$ cat src/swdt_pkg.sv
// Package of register map, field layout and timing constants for the watchdog
package swdt_pkg;

	// Register byte offsets
	localparam logic [3:0] SWDT_MODE_OFS = 4'h0;
	localparam logic [3:0] SWDT_CODE_OFS = 4'h4;
	localparam logic [3:0] SWDT_STAT_OFS = 4'h8;
	localparam logic [3:0] SWDT_MASK_OFS = 4'hC;

	// Mode register field positions
	localparam int SWDT_EN_BIT   = 7;
	localparam int SWDT_SEL_HI   = 6;
	localparam int SWDT_SEL_LO   = 4;
	localparam int SWDT_IDLE_BIT = 2;
	localparam int SWDT_RESP_BIT = 1;

	// Mode register reset values
	localparam logic       SWDT_EN_RST   = 1'h1;
	localparam logic [2:0] SWDT_SEL_RST  = 3'h0;
	localparam logic       SWDT_IDLE_RST = 1'h0;
	localparam logic       SWDT_RESP_RST = 1'h1;

	// Code register command values
	localparam logic [7:0] SWDT_CODE_CLEAR   = 8'h4E;
	localparam logic [7:0] SWDT_CODE_DISABLE = 8'hB1;

	// Timeout selection: exponent of the first code and step between codes
	localparam int SWDT_EXP_BASE = 15;
	localparam int SWDT_EXP_STEP = 2;
	localparam logic [2:0] SWDT_SEL_MAX = 3'h5;

	// Internal reset pulse length in system clock states
	localparam int SWDT_RST_STATES = 32;

	// Status bit positions
	localparam int SWDT_ST_TIMEOUT = 0;
	localparam int SWDT_ST_RESET   = 1;
	localparam int SWDT_ST_BADCODE = 2;
	localparam int SWDT_ST_W       = 3;

	// AXI responses
	localparam logic [1:0] SWDT_RESP_OKAY   = 2'h0;
	localparam logic [1:0] SWDT_RESP_SLVERR = 2'h2;

	// Reset pulse sequencer states
	typedef enum logic [1:0]
	{
		SWDT_IDLE_ST = 2'h0,
		SWDT_HOLD_ST = 2'h1
	} swdt_rst_state_type;

endpackage : swdt_pkg

$ cat src/swdt_top.sv
// Watchdog timer top: AXI4-Lite register slave, counter control and responses
//
// Contract
// - Timeout is made by a binary counter on the system clock that runs while enabled.
// - Select field bits 6-4 gives 2^15,2^17,2^19,2^21,2^23,2^25 clocks; 110/111 are forbidden.
// - Reaching the selected length without a clear signals a malfunction via the response.
// - Bit 1 picks the action: 0 raises the timeout interrupt, 1 an internal reset; resets to 1.
// - The timeout interrupt goes out as a non-maskable interrupt source.
// - Counting starts on reset release; enable bit 7 resets to 1 and 0 means disabled; the code keeps counting at 0 until the disable code is written.
// - Bit 2 decides idle mode: 0 halts the counter in idle, 1 keeps counting.
// - The write-only code register takes 0x4E as clear and 0xB1 as disable; others reserved.
// - The counter freezes during debug mode and resumes when it ends.
// - Disable needs enable cleared first, then the disable code, which stops and clears.
// - The clear code resets the counter to zero to start a fresh period.
// - A reset response holds the internal reset active for 32 states.
`timescale 1ns/10ps
module swdt_top
	import swdt_pkg::*;
#(
	parameter int CNT_W = 25
)
(
	// Clock and reset
	input  wire logic        SYS_CLK_I,
	input  wire logic        ARST_N_I,
	// AXI4-Lite write address
	input  wire logic [3:0]  S_AXI_AWADDR_I,
	input  wire logic        S_AXI_AWVALID_I,
	output logic             S_AXI_AWREADY_O,
	// AXI4-Lite write data
	input  wire logic [31:0] S_AXI_WDATA_I,
	input  wire logic [3:0]  S_AXI_WSTRB_I,
	input  wire logic        S_AXI_WVALID_I,
	output logic             S_AXI_WREADY_O,
	// AXI4-Lite write response
	output logic [1:0]       S_AXI_BRESP_O,
	output logic             S_AXI_BVALID_O,
	input  wire logic        S_AXI_BREADY_I,
	// AXI4-Lite read address
	input  wire logic [3:0]  S_AXI_ARADDR_I,
	input  wire logic        S_AXI_ARVALID_I,
	output logic             S_AXI_ARREADY_O,
	// AXI4-Lite read data
	output logic [31:0]      S_AXI_RDATA_O,
	output logic [1:0]       S_AXI_RRESP_O,
	output logic             S_AXI_RVALID_O,
	input  wire logic        S_AXI_RREADY_I,
	// Processor state
	input  wire logic        IDLE_MODE_I,
	input  wire logic        DEBUG_MODE_I,
	// Responses to the core
	output logic             TIMEOUT_NMI_O,
	output logic             INT_RESET_O,
	output logic             IRQ_O
);

	logic                   aw_hold_q;
	logic [3:0]             aw_addr_q;
	logic                   w_hold_q;
	logic [31:0]            w_data_q;
	logic [3:0]             w_strb_q;
	logic                   wr_go;
	logic                   wr_hit_mode;
	logic                   wr_hit_code;
	logic                   wr_hit_stat;
	logic                   wr_hit_mask;
	logic                   en_q;
	logic [2:0]             sel_q;
	logic                   idle_run_q;
	logic                   resp_sel_q;
	logic                   code_clear;
	logic                   code_disable;
	logic                   code_bad;
	logic                   run;
	logic                   expire;
	logic [SWDT_ST_W-1:0]   stat_q;
	logic [SWDT_ST_W-1:0]   mask_q;
	logic [SWDT_ST_W-1:0]   stat_set;
	swdt_rst_state_type     rst_st_q;
	logic [5:0]             rst_cnt_q;
	logic [31:0]            rd_word;

	////////////////////////////////////////////////////////////////////////
	// Write channel: address and data are latched independently
	// Each ready is a flop that drops when its half is taken and comes back when
	// the response is accepted; same as "not held and no response pending", but
	// the port then leaves straight from a register and the bus timing stays clean
	always_ff @(posedge SYS_CLK_I or negedge ARST_N_I)
	begin
		if (!ARST_N_I)
			S_AXI_AWREADY_O <= 1'b1;
		else if (S_AXI_AWVALID_I && S_AXI_AWREADY_O)
			S_AXI_AWREADY_O <= 1'b0;
		else if (S_AXI_BVALID_O && S_AXI_BREADY_I)
			S_AXI_AWREADY_O <= 1'b1;
	end

	always_ff @(posedge SYS_CLK_I or negedge ARST_N_I)
	begin
		if (!ARST_N_I)
			S_AXI_WREADY_O <= 1'b1;
		else if (S_AXI_WVALID_I && S_AXI_WREADY_O)
			S_AXI_WREADY_O <= 1'b0;
		else if (S_AXI_BVALID_O && S_AXI_BREADY_I)
			S_AXI_WREADY_O <= 1'b1;
	end

	always_ff @(posedge SYS_CLK_I or negedge ARST_N_I)
	begin
		if (!ARST_N_I)
		begin
			aw_hold_q <= 1'b0;
			aw_addr_q <= '0;
		end
		else if (wr_go)
			aw_hold_q <= 1'b0;
		else if (S_AXI_AWVALID_I && S_AXI_AWREADY_O)
		begin
			aw_hold_q <= 1'b1;
			aw_addr_q <= S_AXI_AWADDR_I;
		end
	end

	always_ff @(posedge SYS_CLK_I or negedge ARST_N_I)
	begin
		if (!ARST_N_I)
		begin
			w_hold_q <= 1'b0;
			w_data_q <= '0;
			w_strb_q <= '0;
		end
		else if (wr_go)
			w_hold_q <= 1'b0;
		else if (S_AXI_WVALID_I && S_AXI_WREADY_O)
		begin
			w_hold_q <= 1'b1;
			w_data_q <= S_AXI_WDATA_I;
			w_strb_q <= S_AXI_WSTRB_I;
		end
	end

	// Write executes one cycle after both halves are held
	assign wr_go       = aw_hold_q && w_hold_q;
	assign wr_hit_mode = wr_go && (aw_addr_q == SWDT_MODE_OFS) && w_strb_q[0];
	assign wr_hit_code = wr_go && (aw_addr_q == SWDT_CODE_OFS) && w_strb_q[0];
	assign wr_hit_stat = wr_go && (aw_addr_q == SWDT_STAT_OFS) && w_strb_q[0];
	assign wr_hit_mask = wr_go && (aw_addr_q == SWDT_MASK_OFS) && w_strb_q[0];

	// Write response; unmapped addresses get SLVERR
	always_ff @(posedge SYS_CLK_I or negedge ARST_N_I)
	begin
		if (!ARST_N_I)
		begin
			S_AXI_BVALID_O <= 1'b0;
			S_AXI_BRESP_O  <= SWDT_RESP_OKAY;
		end
		else if (wr_go)
		begin
			S_AXI_BVALID_O <= 1'b1;
			S_AXI_BRESP_O  <= (aw_addr_q[1:0] != 2'h0) ? SWDT_RESP_SLVERR : SWDT_RESP_OKAY;
		end
		else if (S_AXI_BREADY_I)
			S_AXI_BVALID_O <= 1'b0;
	end

	////////////////////////////////////////////////////////////////////////
	// Mode register; reserved bit 0 is write-0 and not stored
	always_ff @(posedge SYS_CLK_I or negedge ARST_N_I)
	begin
		if (!ARST_N_I)
		begin
			en_q       <= SWDT_EN_RST;
			sel_q      <= SWDT_SEL_RST;
			idle_run_q <= SWDT_IDLE_RST;
			resp_sel_q <= SWDT_RESP_RST;
		end
		else if (wr_hit_mode)
		begin
			en_q       <= w_data_q[SWDT_EN_BIT];
			sel_q      <= w_data_q[SWDT_SEL_HI:SWDT_SEL_LO];
			idle_run_q <= w_data_q[SWDT_IDLE_BIT];
			resp_sel_q <= w_data_q[SWDT_RESP_BIT];
		end
	end

	// Code decode; disable only counts when enable is already clear
	assign code_clear   = wr_hit_code && (w_data_q[7:0] == SWDT_CODE_CLEAR);
	assign code_disable = wr_hit_code && (w_data_q[7:0] == SWDT_CODE_DISABLE) && !en_q;
	assign code_bad     = wr_hit_code && !code_clear && !code_disable;

	// Counter stops once the disable code has taken effect; setting enable restarts it
	logic stopped_q;
	always_ff @(posedge SYS_CLK_I or negedge ARST_N_I)
	begin
		if (!ARST_N_I)
			stopped_q <= 1'b0; // Running from reset release
		else if (wr_hit_mode && w_data_q[SWDT_EN_BIT])
			stopped_q <= 1'b0;
		else if (code_disable)
			stopped_q <= 1'b1;
	end

	// Idle and debug freeze the count without clearing it
	assign run = !stopped_q && !DEBUG_MODE_I && (!IDLE_MODE_I || idle_run_q);

	////////////////////////////////////////////////////////////////////////
	// Counter core
	swdt_counter #(
		.CNT_W    (CNT_W)
	) u_counter (
		.clk_i    (SYS_CLK_I),
		.arst_n_i (ARST_N_I),
		.run_i    (run),
		.clear_i  (code_clear || code_disable),
		.sel_i    (sel_q),
		.expire_o (expire)
	);

	////////////////////////////////////////////////////////////////////////
	// Non-maskable timeout request: held until the clear code or an accepted disable code arrives
	always_ff @(posedge SYS_CLK_I or negedge ARST_N_I)
	begin
		if (!ARST_N_I)
			TIMEOUT_NMI_O <= 1'b0;
		else if (expire && !resp_sel_q)
			TIMEOUT_NMI_O <= 1'b1; // A same-cycle clear wins: the counter holds expire low while clear_i is high
		else if (code_clear || code_disable)
			TIMEOUT_NMI_O <= 1'b0;
	end

	// Internal reset pulse of fixed length
	always_ff @(posedge SYS_CLK_I or negedge ARST_N_I)
	begin
		if (!ARST_N_I)
		begin
			rst_st_q    <= SWDT_IDLE_ST;
			rst_cnt_q   <= '0;
			INT_RESET_O <= 1'b0;
		end
		else
		begin
			case (rst_st_q)
				SWDT_IDLE_ST:
				begin
					if (expire && resp_sel_q)
					begin
						rst_st_q    <= SWDT_HOLD_ST;
						rst_cnt_q   <= 6'(SWDT_RST_STATES - 1);
						INT_RESET_O <= 1'b1;
					end
				end
				SWDT_HOLD_ST:
				begin
					if (rst_cnt_q == '0)
					begin
						rst_st_q    <= SWDT_IDLE_ST;
						INT_RESET_O <= 1'b0;
					end
					else
						rst_cnt_q <= rst_cnt_q - 6'h01;
				end
				default:
				begin
					rst_st_q    <= SWDT_IDLE_ST;
					INT_RESET_O <= 1'b0;
				end
			endcase
		end
	end

	////////////////////////////////////////////////////////////////////////
	// Sticky status, write-one-to-clear; a new event wins over the clear
	assign stat_set[SWDT_ST_TIMEOUT] = expire && !resp_sel_q;
	assign stat_set[SWDT_ST_RESET]   = expire && resp_sel_q;
	assign stat_set[SWDT_ST_BADCODE] = code_bad;

	always_ff @(posedge SYS_CLK_I or negedge ARST_N_I)
	begin
		if (!ARST_N_I)
			stat_q <= '0;
		else
			stat_q <= stat_set | (stat_q & ~(wr_hit_stat ? w_data_q[SWDT_ST_W-1:0] : '0));
	end

	always_ff @(posedge SYS_CLK_I or negedge ARST_N_I)
	begin
		if (!ARST_N_I)
			mask_q <= '0;
		else if (wr_hit_mask)
			mask_q <= w_data_q[SWDT_ST_W-1:0];
	end

	// Ordinary interrupt line; the NMI path above is never masked
	always_ff @(posedge SYS_CLK_I or negedge ARST_N_I)
	begin
		if (!ARST_N_I)
			IRQ_O <= 1'b0;
		else
			IRQ_O <= |(stat_q & mask_q);
	end

	////////////////////////////////////////////////////////////////////////
	// Read mux; code register is write-only and reads zero
	always_comb
	begin
		rd_word = '0;
		case (S_AXI_ARADDR_I)
			SWDT_MODE_OFS:
			begin
				rd_word[SWDT_EN_BIT]               = en_q;
				rd_word[SWDT_SEL_HI:SWDT_SEL_LO]   = sel_q;
				rd_word[SWDT_IDLE_BIT]             = idle_run_q;
				rd_word[SWDT_RESP_BIT]             = resp_sel_q;
			end
			SWDT_STAT_OFS: rd_word[SWDT_ST_W-1:0] = stat_q;
			SWDT_MASK_OFS: rd_word[SWDT_ST_W-1:0] = mask_q;
			default:       rd_word = '0;
		endcase
	end

	// Read channel: one cycle from address to data; ready is low while data waits
	always_ff @(posedge SYS_CLK_I or negedge ARST_N_I)
	begin
		if (!ARST_N_I)
			S_AXI_ARREADY_O <= 1'b1;
		else if (S_AXI_ARVALID_I && S_AXI_ARREADY_O)
			S_AXI_ARREADY_O <= 1'b0;
		else if (S_AXI_RVALID_O && S_AXI_RREADY_I)
			S_AXI_ARREADY_O <= 1'b1; // Data taken, a new address may follow
	end

	always_ff @(posedge SYS_CLK_I or negedge ARST_N_I)
	begin
		if (!ARST_N_I)
		begin
			S_AXI_RVALID_O <= 1'b0;
			S_AXI_RDATA_O  <= '0;
			S_AXI_RRESP_O  <= SWDT_RESP_OKAY;
		end
		else if (S_AXI_ARVALID_I && S_AXI_ARREADY_O)
		begin
			S_AXI_RVALID_O <= 1'b1;
			S_AXI_RDATA_O  <= rd_word;
			S_AXI_RRESP_O  <= (S_AXI_ARADDR_I[1:0] != 2'h0) ? SWDT_RESP_SLVERR : SWDT_RESP_OKAY;
		end
		else if (S_AXI_RREADY_I)
			S_AXI_RVALID_O <= 1'b0;
	end

endmodule : swdt_top

$ cat src/swdt_counter.sv
// Binary counter of the watchdog with selectable expiry tap
`timescale 1ns/10ps
module swdt_counter
	import swdt_pkg::*;
#(
	parameter int CNT_W = 25
)
(
	// Clock and reset
	input  wire logic       clk_i,
	input  wire logic       arst_n_i,
	// Control
	input  wire logic       run_i,
	input  wire logic       clear_i,
	input  wire logic [2:0] sel_i,
	// Expiry
	output logic            expire_o
);

	logic [CNT_W-1:0] cnt_q;
	logic [CNT_W-1:0] cnt_d;
	logic [CNT_W-1:0] last_q;
	logic [CNT_W-1:0] last_d;

	////////////////////////////////////////////////////////////////////////
	// Terminal count: 2^(15+2*sel)-1; codes above 101 treated as 101
	always_comb
	begin
		if (sel_i > SWDT_SEL_MAX)
			last_d = '1;
		else
			last_d = CNT_W'((64'h1 << (SWDT_EXP_BASE + SWDT_EXP_STEP * int'(sel_i))) - 64'h1);
	end

	// Registered so the comparator path is short
	always_ff @(posedge clk_i or negedge arst_n_i)
	begin
		if (!arst_n_i)
			last_q <= '0;
		else
			last_q <= last_d;
	end

	////////////////////////////////////////////////////////////////////////
	// Count while running, restart from zero on clear or on expiry
	always_comb
	begin
		cnt_d = cnt_q;
		if (clear_i)
			cnt_d = '0;
		else if (run_i)
			cnt_d = expire_o ? '0 : cnt_q + CNT_W'(1);
	end

	always_ff @(posedge clk_i or negedge arst_n_i)
	begin
		if (!arst_n_i)
			cnt_q <= '0;
		else
			cnt_q <= cnt_d;
	end

	// Expiry when the count reaches the terminal value of the selected length
	assign expire_o = run_i && !clear_i && (cnt_q == last_q) && (last_q != '0);

endmodule : swdt_counter

$ cat config.mk
export PLATFORM = sky130hd
export DESIGN_NAME = swdt_top
export DESIGN_NICKNAME = d
export VERILOG_FILES = /design/src/swdt_pkg.sv /design/src/swdt_top.sv /design/src/swdt_counter.sv
export SDC_FILE = /design/constraint.sdc
export NUM_CORES = 1
export LEC_CHECK = 0
export BUFFER_PORTS_ARGS = -buffer_cell sky130_fd_sc_hd__buf_2
export CAP_MARGIN = 15
export CORE_ASPECT_RATIO = 0.75
export CORE_MARGIN = 4
export CORE_UTILIZATION = 50
export CTS_BUF_LIST = sky130_fd_sc_hd__clkbuf_8
export CTS_CLUSTER_SIZE = 20
export DETAILED_ROUTE_END_ITERATION = 16
export GPL_TIMING_DRIVEN = 0
export PLACE_DENSITY_LB_ADDON = 0.08
export SYNTH_ARGS = -nofsm -noshare
export SYNTH_HDL_FRONTEND = slang
export SYNTH_SLANG_ARGS = --single-unit
export TNS_END_PERCENT = 10
$ cat constraint.sdc
create_clock -name SYS_CLK_I -period 6.74 [get_ports SYS_CLK_I]
set_input_delay 0.674 -clock SYS_CLK_I [delete_from_list [all_inputs] [get_ports SYS_CLK_I]]
set_output_delay 0.674 -clock SYS_CLK_I [all_outputs]
set_load 0.01 [all_outputs]
# [After elaboration in Yosys (flattened, before gate mapping)]
# Index checks and enable logic that the tools add are counted.
[classes] addsub=4 n_lt_le_gt_ge=1 n_eq_ne=12 shift=1 n_mux=36 bitwise=5 reduce_logical=60
[ops] operator="$mux 25" n=4
[ops] operator="$shl 1x32->25 const A" n=1
[ops] operator="$logic_and 1x1->1" n=27
[ops] operator="$reduce_bool 2->1" n=13
[ops] operator="$add 25x1->25 const B" n=1
[ops] operator="$eq 25x25->1" n=1
[ops] operator="$reduce_bool 25->1" n=1
[ops] operator="$sub 25x1->25 const B" n=1
[ops] operator="$mux 1" n=19
[ops] operator="$eq 4x4->1 const B" n=4
[ops] operator="$mux 6" n=2
[ops] operator="$pmux 6 s2" n=1
[ops] operator="$eq 8x7->1 const B" n=1
[ops] operator="$eq 8x8->1 const B" n=1
[ops] operator="$logic_not 1->1" n=8
[ops] operator="$logic_not 4->1" n=2
[ops] operator="$mux 2" n=4
[ops] operator="$and 3x3->3" n=2
[ops] operator="$logic_not 6->1" n=1
[ops] operator="$ne 2x2->1 const B" n=3
[ops] operator="$pmux 2 s3" n=1
[ops] operator="$reduce_and 2->1" n=3
[ops] operator="$sub 6x1->6 const B" n=1
[ops] operator="$add 4x4->5 const A" n=1
[ops] operator="other kinds (14)" n=16
[totals] ff_bits=105 in_bits=53

# [Logic depth before layout (Yosys ltp)]
# Gate-level depths: netlist of the first run.
[depth] ltp_word=13 depth_mapped=9 mapped_depth_nobuf=7

# [Hierarchy]
# Synthesis of the first run repeated with hierarchy kept, for this count alone.
[hier_totals] cells_unflattened=436 hier_area_um2=4921.0
[by_module_without_submodules] mod="swdt_top" n_inst=1 cells_per_inst=210 area_per_inst_um2=2489.9 seq_area_each_um2=1282.5
[by_module_without_submodules] mod="swdt_counter" n_inst=1 cells_per_inst=226 area_per_inst_um2=2431.1 seq_area_each_um2=1226.2

# [Worst setup path after synthesis of the first run]
# OpenSTA, ideal clock, no wires.
[synth_path] path_kind="flip-flop to flip-flop" startpoint="register w_data_q[4]" endpoint="register u_counter.cnt_q[13]" setup_time_ns=0.126 arrival_ns=2.059 setup_slack_ns=4.555 stages_incl_launch_ff=9 path_buffers=2 cell_sequence="dfrtp_1 or4b_1 nor4_2 o211a_1 nand2b_1 buf_4 nor2_4 buf_6 a221o_1"
[synth_via] elab_chain_len=11 elab_cells_between_ends=14
[synth_rtl] element="from (decl)" line_no="swdt_top.sv:60" rtl="logic [31:0] w_data_q;"
[synth_rtl] element="from (signal assigned)" line_no="swdt_top.sv:129" rtl="w_data_q <= '0;"
[synth_rtl] element="from (signal assigned)" line_no="swdt_top.sv:137" rtl="w_data_q <= S_AXI_WDATA_I;"
[synth_rtl] element="$eq 8x8->1" line_no="swdt_top.sv:188" rtl="assign code_disable = wr_hit_code && (w_data_q[7:0] == SWDT_CODE_DISABLE) && !en_q;"
[synth_rtl] element="$logic_and 1x1->1 (2 in series)" line_no="swdt_top.sv:188"
[synth_rtl] element="$logic_or 1x1->1 (*)" line_no="swdt_top.sv:214" rtl=".clear_i (code_clear || code_disable),"
[synth_rtl] element="$logic_not 1->1" line_no="swdt_counter.sv:64" rtl="assign expire_o = run_i && !clear_i && (cnt_q == last_q) && (last_q != '0);"
[synth_rtl] element="$logic_and 1x1->1 (3 in series)" line_no="swdt_counter.sv:64"
[synth_rtl] element="$mux 25" line_no="swdt_counter.sv:52" rtl="cnt_d = expire_o ? '0 : cnt_q + CNT_W'(1);"
[synth_rtl] element="$mux 25" line_no="swdt_counter.sv:51" rtl="else if (run_i)"
[synth_rtl] element="$mux 25" line_no="swdt_counter.sv:49" rtl="if (clear_i)"
[synth_rtl] element="to (signal assigned)" line_no="swdt_counter.sv:60" rtl="cnt_q <= cnt_d;"
[synth_rtl] element="to (decl)" line_no="swdt_counter.sv:20" rtl="logic [CNT_W-1:0] cnt_q;"
# Every way passes the cells marked *; elsewhere a longest branch is shown, timed or not. The select of a mux whose other input is x is not followed.
# A chain may end at the register's enable or synchronous reset.

# [Worst setup path in the final report of the first run]
[layout_path] startpoint="register u_counter.cnt_q[2]" endpoint="register u_counter.cnt_q[11]"
[layout_via] elab_chain_len=6 elab_cells_between_ends=7
[layout_rtl] element="parallel branches: the longest is 3 deep, another holds $add 25x1->25"
[layout_rtl] element="$mux 25 (*)" line_no="swdt_counter.sv:52"
[layout_rtl] element="$mux 25 (*)" line_no="swdt_counter.sv:51"
[layout_rtl] element="$mux 25 (*)" line_no="swdt_counter.sv:49"
# Every way passes the cells marked *. The select of a mux whose other input is x is not followed.

==> results.txt, run 1 <==
The flow ran to the end, and the final reports show no timing, DRC or antenna violations. Entering global routing, the biggest net connects 61 pins. The multi-input combinational cells in the finished layout cover a total of 2250 um^2. The tools report the post-detailed-routing wire length as 10,700 um. The area taken by flip-flops and latches is 2510 um^2. The aggregate negative setup slack is 0 ps, and the worst-case register-to-register setup slack is 4140 ps. The first routing iteration left 265 violations. The tree is rooted in a sky130_fd_sc_hd__clkbuf_8. Once the clock tree was built, the setup fixing pass inserted 0 buffers. The library cells used most frequently in the layout, excluding fill and tap cells, are sky130_fd_sc_hd__dfrtp_1, sky130_fd_sc_hd__nand2_1, sky130_fd_sc_hd__buf_2, sky130_fd_sc_hd__conb_1, sky130_fd_sc_hd__buf_4.

The max-slew violation count is 0. For the worst setup path, the data required time is 6990 ps. In this run the worst path has a maximum fanout of 10. Counting flops with a built-in enable in the synthesized netlist gives 0. The commonest non-fill, non-tap cell in the layout is sky130_fd_sc_hd__dfrtp_1. The number of gates resized after CTS was 0. The H-tree was split into 3 levels.

Dividing the detail-routed wire length by the instance count gives 15.1 um. The tightest min-delay check is of the in -> async type. In the final layout, the share of cells above drive strength 1 is 21.6%.

The global-route wire length before repair was 17,700 um. TritonCTS built the clock tree. After clock tree synthesis, the clock-pin slew on the worst setup and hold paths is 100 ps. The average instance in the mapped netlist occupies 10.3 um^2. After the last flow step, the layout net total stands at 631. The Yosys step of the flow raised 0 warnings.

The worst-case IR drop observed on VDD is 0.146 mV. The final routed DRC violation total came out at 0. Across all setup checks in the final design, the least slack found is 4140 ps. After layout, the worst path uses 38.5% of the clock period. The category of the critical setup timing path is reg -> reg. Of the total power, registers draw 52.3%. For the number of antenna violations at the first check in global routing, the log shows 0. Summed over all nets, the switching power comes to 0.617 mW. The remaining global-route overflow was 0; the headroom to the max-slew limit was 44.0%. The count of nets left with antenna violations once routing finished came out at 0. After synthesis, the share of flip-flops with an asynchronous set or reset is 100%. Global routing used 19.6% of the available tracks.

The depth of the most critical reg-to-reg path was 8; the power density over the cells was 307 nW/um^2. The startpoint type of the worst setup path is a flip-flop. Clock latency on the worst-skew pair, taken at its later pin, is 370 ps. After technology mapping, the gate count stands at 486. For this design the static power due to leakage is 2.77 nW. Setup violations remaining at the end of the flow were counted as 0. Setup repair after global routing left no endpoint under its margin. The quantity of I/O buffers inserted on ports is 42, and the minimum clock period after layout is 2600 ps.

The cell area that synthesis handed to floorplanning was 5000 um^2. Per report_power, the clock group accounts for 22.2% of the total. Between clock sinks in the finished design, the worst skew comes to 10.5 ps. The filler cells instantiated in the layout total 888. Internal cell power: 1.14 mW.

Counting along the longest clock path gives a buffer depth of 2. Combinational logic burns 25.5% of the power. Die outline height: 94.6 um.

Including well taps, the total number of placed cells is 695. The tools report the number of iterations in the first detailed-routing pass as 5. For the sequential cell area fraction in the yosys report, the log shows 50.2%. At the end of routability-driven placement, the weighted congestion stood at 0.869. Number of rows created at floorplan: 31. Leaving out filler cells and counting taps, the final layout contains 711. The growth of design area from synthesis to finish was 14.6%; the worst hold slack after final layout was 289 ps. Using the TritonRoute via totals, the vias-per-cell ratio works out to 5.38.

For this design, the sink count on the clock tree is 100. The floorplan step defined a die boundary enclosing 11,700 um^2. The via count of the first global-routing pass was 3,599. In this run the critical register-to-register path is launched from u_counter.cnt_q[2].

Buffers inserted to repair hold after CTS numbered 0. The total design power is 1.76 mW. Before CTS, the worst setup slack after placement is 4170 ps. For the pin with the worst max-slew slack, the measured transition is 833 ps.

Number of buffers added by the clock tree synthesis step: 9. The critical path capture point type was a flip-flop. The final count of hold timing violations was 0; the number of placed I/O pins was 97. The number of antenna diodes in the final layout is 0.

The net switching share of the total power was 35.1%; the initial cell density of the core was 51.5%. The distinct cell type count of the synthesized netlist is 57, and the die span in x is 123 um. The post-synthesis register bit count works out to 100. The terminus of the critical flop-to-flop path was u_counter.cnt_q[11]. Once detailed placement completed, the half-perimeter wirelength came to 8030 um. The logs give 9700 um^2 for the area of the placeable core and 3,823 for the vias after detailed routing. Based on the critical path, the design can be clocked at up to 0.385 GHz.

The tools report the number of max-cap violations as 0. At the worst endpoint, the arrival time is 2850 ps. The most used flip-flop cell after synthesis is sky130_fd_sc_hd__dfrtp_1.
## Yosys cell counts (all sizes together), types with 3 or more instances
library cell | number | share of area [%]
dfstp | 5 | 2.6
nor4 | 24 | 3.3
nand4 | 6 | 0.75
mux2i | 5 | 1.0
nor2 | 27 | 2.2
clkbuf | 16 | 1.2
and2 | 6 | 0.75
a21oi | 8 | 0.80
nand2b | 9 | 1.1
xor2 | 24 | 4.2
a31oi | 3 | 0.38
a22o | 6 | 1.1
a221oi | 3 | 0.53
o21ai | 20 | 2.0
a221o | 15 | 3.0
a211oi | 4 | 0.60
nand2 | 56 | 4.2
a211o | 3 | 0.53
nand4b | 3 | 0.53
or3 | 5 | 0.63
nand3 | 14 | 1.5
nor2b | 3 | 0.38
dfrtp | 95 | 48
xnor2 | 5 | 0.88
nor3 | 22 | 2.3
ha | 4 | 1.0
mux2 | 18 | 4.1
buf | 34 | 5.2
a21o | 3 | 0.45
inv | 12 | 0.90
## state kept, by name (all words and copies together), names as in the netlist, 3 cells and up
name	count
u_counter.cnt_q	25
u_counter.last_q	24
w_data_q	8
S_AXI_RDATA_O	7
rst_cnt_q	6
aw_addr_q	4
mask_q	3
sel_q	3
stat_q	3
## per-layer routing
layer / up-vias / track usage, % / routed length, um
met5: - / 0 / 0
met4: 0 / 4.98 / 125
met3: 11 / 4.79 / 627
met2: 114 / 28.9 / 4670
met1: 1845 / 29.0 / 5320
li1: 1853 / - / -
## logic make-up after synthesis
kind of cell | Yosys count | share of synthesized area (%)
fa+ha+maj | 4 | 1.00
compound gates | 81 | 12.1
flops | 100 | 50.2
buf+inv | 62 | 7.28
mux | 23 | 5.06
simple gates | 185 | 19.2
xor+xnor | 29 | 5.08
other cells | 2 | 0.150
## power by group through the flow
stage	Clock (mW)	Sequential (mW)	Combinational, mW
2_1_floorplan	0	0.879	0.341
6_report	0.391	0.919	0.449
5_1_grt	0.424	0.939	0.505
3_3_place_gp	0	0.921	0.433
4_1_cts	0.401	0.916	0.450
3_5_place_dp	0	0.925	0.451
## area by class of cell
type	instances	share of cell area, %
Tap cell	132	2.88
Multi-Input combinational cell	358	39.3
Clock inverter	7	1.27
Sequential cell	100	43.8
Clock buffer	9	2.16
Inverter	12	0.786
Timing Repair Buffer	43	4.19
Buffer	50	5.57
## critical path: stages, from the launching register on
cell and delay [ps]:
sky130_fd_sc_hd__dfrtp_1 490, sky130_fd_sc_hd__or3_1 380, sky130_fd_sc_hd__a211oi_1 300, sky130_fd_sc_hd__nand3_1 130
sky130_fd_sc_hd__nor3_2 330, sky130_fd_sc_hd__buf_4 250, sky130_fd_sc_hd__buf_2 240, sky130_fd_sc_hd__nor3_1 90
sky130_fd_sc_hd__a211o_1 280
## through the flow
| stage | util [%] | area, um^2 |
|---|---|---|
| 2_1_floorplan | - | 5130 |
| 3_3_place_gp | 56.7 | 5500 |
| 3_5_place_dp | 57.0 | 5530 |
| 4_1_cts | 59.1 | 5730 |
| 5_1_grt | 59.1 | 5730 |
| 6_report | 59.1 | 5730 |
## worst max path at each step
stage                                   start                  end  slack [ps]  depth (start not counted)
after global placement               ARST_N_I     S_AXI_RRESP_O[1]        3940                          1
after floorplan                   w_data_q[4]  u_counter.cnt_q[13]        4550                          8
after detailed placement  u_counter.cnt_q[10]  u_counter.cnt_q[11]        4170                          9
final                      u_counter.cnt_q[2]  u_counter.cnt_q[11]        4140                          8
after global routing      u_counter.cnt_q[10]  u_counter.cnt_q[11]        3970                          9
after CTS                  u_counter.cnt_q[2]  u_counter.cnt_q[11]        4140                          8
Power figures use the tool's default switching activity.
==> inputs of run 2 (changes only) <==
clock period = 2.7 ns   (was 6.74 ns; I/O delays follow)
==> run 2 against run 1 <==
Compared with the run above:
- final cell count rose by 0.28%
- via count shrank 0.73%
- cell area up 0.50%
- first-iteration DRC count increased by 1.9%
- non-clock buffer count is 2 higher
- clock-buffer cell count unchanged
- critical path depth is 2 lower
- maximum frequency increased by 1.5%
- sequential cell count unchanged
- clock power grew 150%
- critical path type unchanged
- critical endpoint is now u_counter.cnt_q[22]
- largest cell class unchanged
==> results.txt, run 2 (synthesized netlist as in run 1, its figures left out) <==
The aggregate negative setup slack is 0 ps, and the cell area after placement is 5530 um^2. The die area was 11,700 um^2; the final routed DRC violation total was 0. The signal on the critical path passes through or3b_1, nor3_1, o211a_1, nor2_1, clkbuf_1, a221o_1.

The die outline height is 94.6 um, and the iteration-0 DRC count of the detailed router is 270. The number of iterations in the first detailed-routing pass was 5. The run finished with clean final reports. Setup repair after global routing left no endpoint under its margin.

At the end of the flow, the number of nets in the layout was 633. The class of the worst hold path is in -> reg. The routability-driven placement congestion ratio was 0.869. For this design, the sink count on the clock tree is 100. Number of rows created at floorplan: 31. Number of antenna violations at the first check in global routing: 0. The remaining global-route overflow came out at 0.

The run gives 9700 um^2 as the area of the placeable core. Die span in x: 123 um. In this run the worst path has a maximum fanout of 10. Count of fill cells added during filler insertion: 884.

The clock passes through at most 2 buffers. After detailed routing, the average wire length per cell comes to 15.1 um. At the worst endpoint, the arrival time is 2820 ps. Setup violations remaining at the end of the flow were counted as 0. Relative to the synthesized area, the layout overhead comes to 15.2%. The post-route netlist has 22.0% of its cells at a drive strength greater than 1. The total global routing track utilization is 19.6%, and the leakage dissipation is 2.78 nW. The final count of hold timing violations is 0, and the post-detailed-routing wire length is 10,700 um. The transition time of the tightest slew-check pin is 834 ps, and the minimum clock period after layout is 2560 ps.

CTS placed an instance of sky130_fd_sc_hd__clkbuf_8 at the clock tree root. The largest registers in the layout are u_counter.cnt_q (25), u_counter.last_q (24), w_data_q (8). Based on the critical path, the design can be clocked at up to 0.391 GHz. Leaving out fill and tap cells, the most frequent cell in the layout is sky130_fd_sc_hd__dfrtp_1. The tools report the worst clock skew on the final layout as 8.57 ps. The max-slew violation count is 0, and the number of placed I/O pins is 97.

The clock transition at the registers of the reported paths works out to 100 ps. The tools report the total design power as 4.39 mW. Detailed routing inserted a total of 3,795 vias. Number of max-cap violations: 0. The via count of the first global-routing pass was 3,606; the ratio of routed vias to standard cells was 5.32. Dividing total power by cell area gives a power density of 762 nW/um^2. More flip-flops sit in one register than any other, and that register is u_counter.cnt_q.

IR analysis of the VDD net gives a maximum drop of 0.366 mV. On the critical path, the stage with the largest delay is an instance of sky130_fd_sc_hd__or3b_1. Dividing the final minimum period by the clock period gives 94.8%.

The global-route wire length before repair is 17,700 um. The startpoint type of the worst setup path is a flip-flop. The tools report the largest net degree at the start of global routing as 61.

The library cells used most frequently in the layout, excluding fill and tap cells, are sky130_fd_sc_hd__dfrtp_1, sky130_fd_sc_hd__nand2_1, sky130_fd_sc_hd__buf_2, sky130_fd_sc_hd__conb_1, sky130_fd_sc_hd__buf_4. In this design, the stage delay of the slowest critical-path cell is 440 ps. The register with the most flip-flops in the layout has 25 of them. For the deepest level of the CTS H-tree, the log shows 3. The tools report the required time at the endpoint of the critical path as 2960 ps. Measured against its own limit, the worst slew margin works out to 43.9%. At the later pin of the worst-skew pair, clock insertion delay measures 370 ps. TritonCTS built the clock tree.

The finished layout cell area came out at 5760 um^2. The count of nets left with antenna violations once routing finished came out at 0. The run gives 8030 um as the placed wire-length estimate after detailed placement. The repair_antennas step left the layout with diodes totalling 0. The quantity of I/O buffers inserted on ports came out at 42.

The initial utilization of the core area, before any placement, comes to 51.5%. By startpoint and endpoint, the worst setup path is classified as reg -> reg. Number of buffers added by the clock tree synthesis step: 9.

STA classifies the critical path endpoint as a flip-flop.
==> run 2: per-stage QoR <==
step                      utilization [%]  hold slack (ps)  worst slack (ps)  instances
after floorplan                         -            -25.6               515        520
after global placement               56.7              430               194        694
after detailed placement             57.0              300               127        695
after CTS                            59.2             22.3               104        712
after global routing                 59.4             26.5              23.6        713
final                                59.4             44.3               142        713
==> run 2: layout make-up <==
class,instances,area (um^2),share of cell area (%)
sequential,100,2510,43.6
multi-input combinational,358,2260,39.3
buffer,50,319,5.54
timing repair buffer,45,258,4.48
tap,132,165,2.87
clock buffer,9,124,2.15
clock inverter,7,72.6,1.26
inverter,12,45.0,0.782
==> run 2: critical path, delay by kind of cell (launching register included) <==
family	cells	cell delay [ps]
DFF	1	410
AOI/OAI and AO/OA	2	710
buffers and inverters	1	320
and+or+nand+nor	3	1000
==> run 2: routing by layer <==
layer,wire length [um],GRT usage (%),share of wire (%),vias up
met5,0,0,0,-
met4,110,4.98,1.0,0
met3,681,4.79,6.3,10
met2,4650,28.9,43,103
met1,5300,29.0,49,1828
li1,-,-,-,1854
==> run 2: final timing paths <==
| path | startpoint | cells past startpoint | slack [ps] | endpoint |
|---|---|---|---|---|
| setup / recovery | aw_addr_q[1] | 6 | 140 | u_counter.cnt_q[22] |
| hold / removal | S_AXI_AWVALID_I | 2 | 40 | S_AXI_AWREADY_O |
| setup reg to reg | aw_addr_q[1] | 6 | 140 | u_counter.cnt_q[22] |
| hold reg to reg | S_AXI_RDATA_O[2] | 2 | 490 | S_AXI_RDATA_O[2] |
| max in group asynchronous | ARST_N_I | 3 | 1540 | S_AXI_ARREADY_O |
| min in group asynchronous | ARST_N_I | 2 | 430 | u_counter.last_q[6] |
==> run 2: repair_timing <==
action,CTS,global route
hold endpoints to repair,40,0
endpoints found under the setup margin,0,15
hold buffers,1,0
resized for setup,0,2
setup buffers,0,1
==> run 2: report_power, final <==
group / switching [mW] / total, mW / internal, mW
Clock: 0.537 / 0.969 / 0.432
Sequential: 0.427 / 2.30 / 1.87
Combinational: 0.569 / 1.12 / 0.553
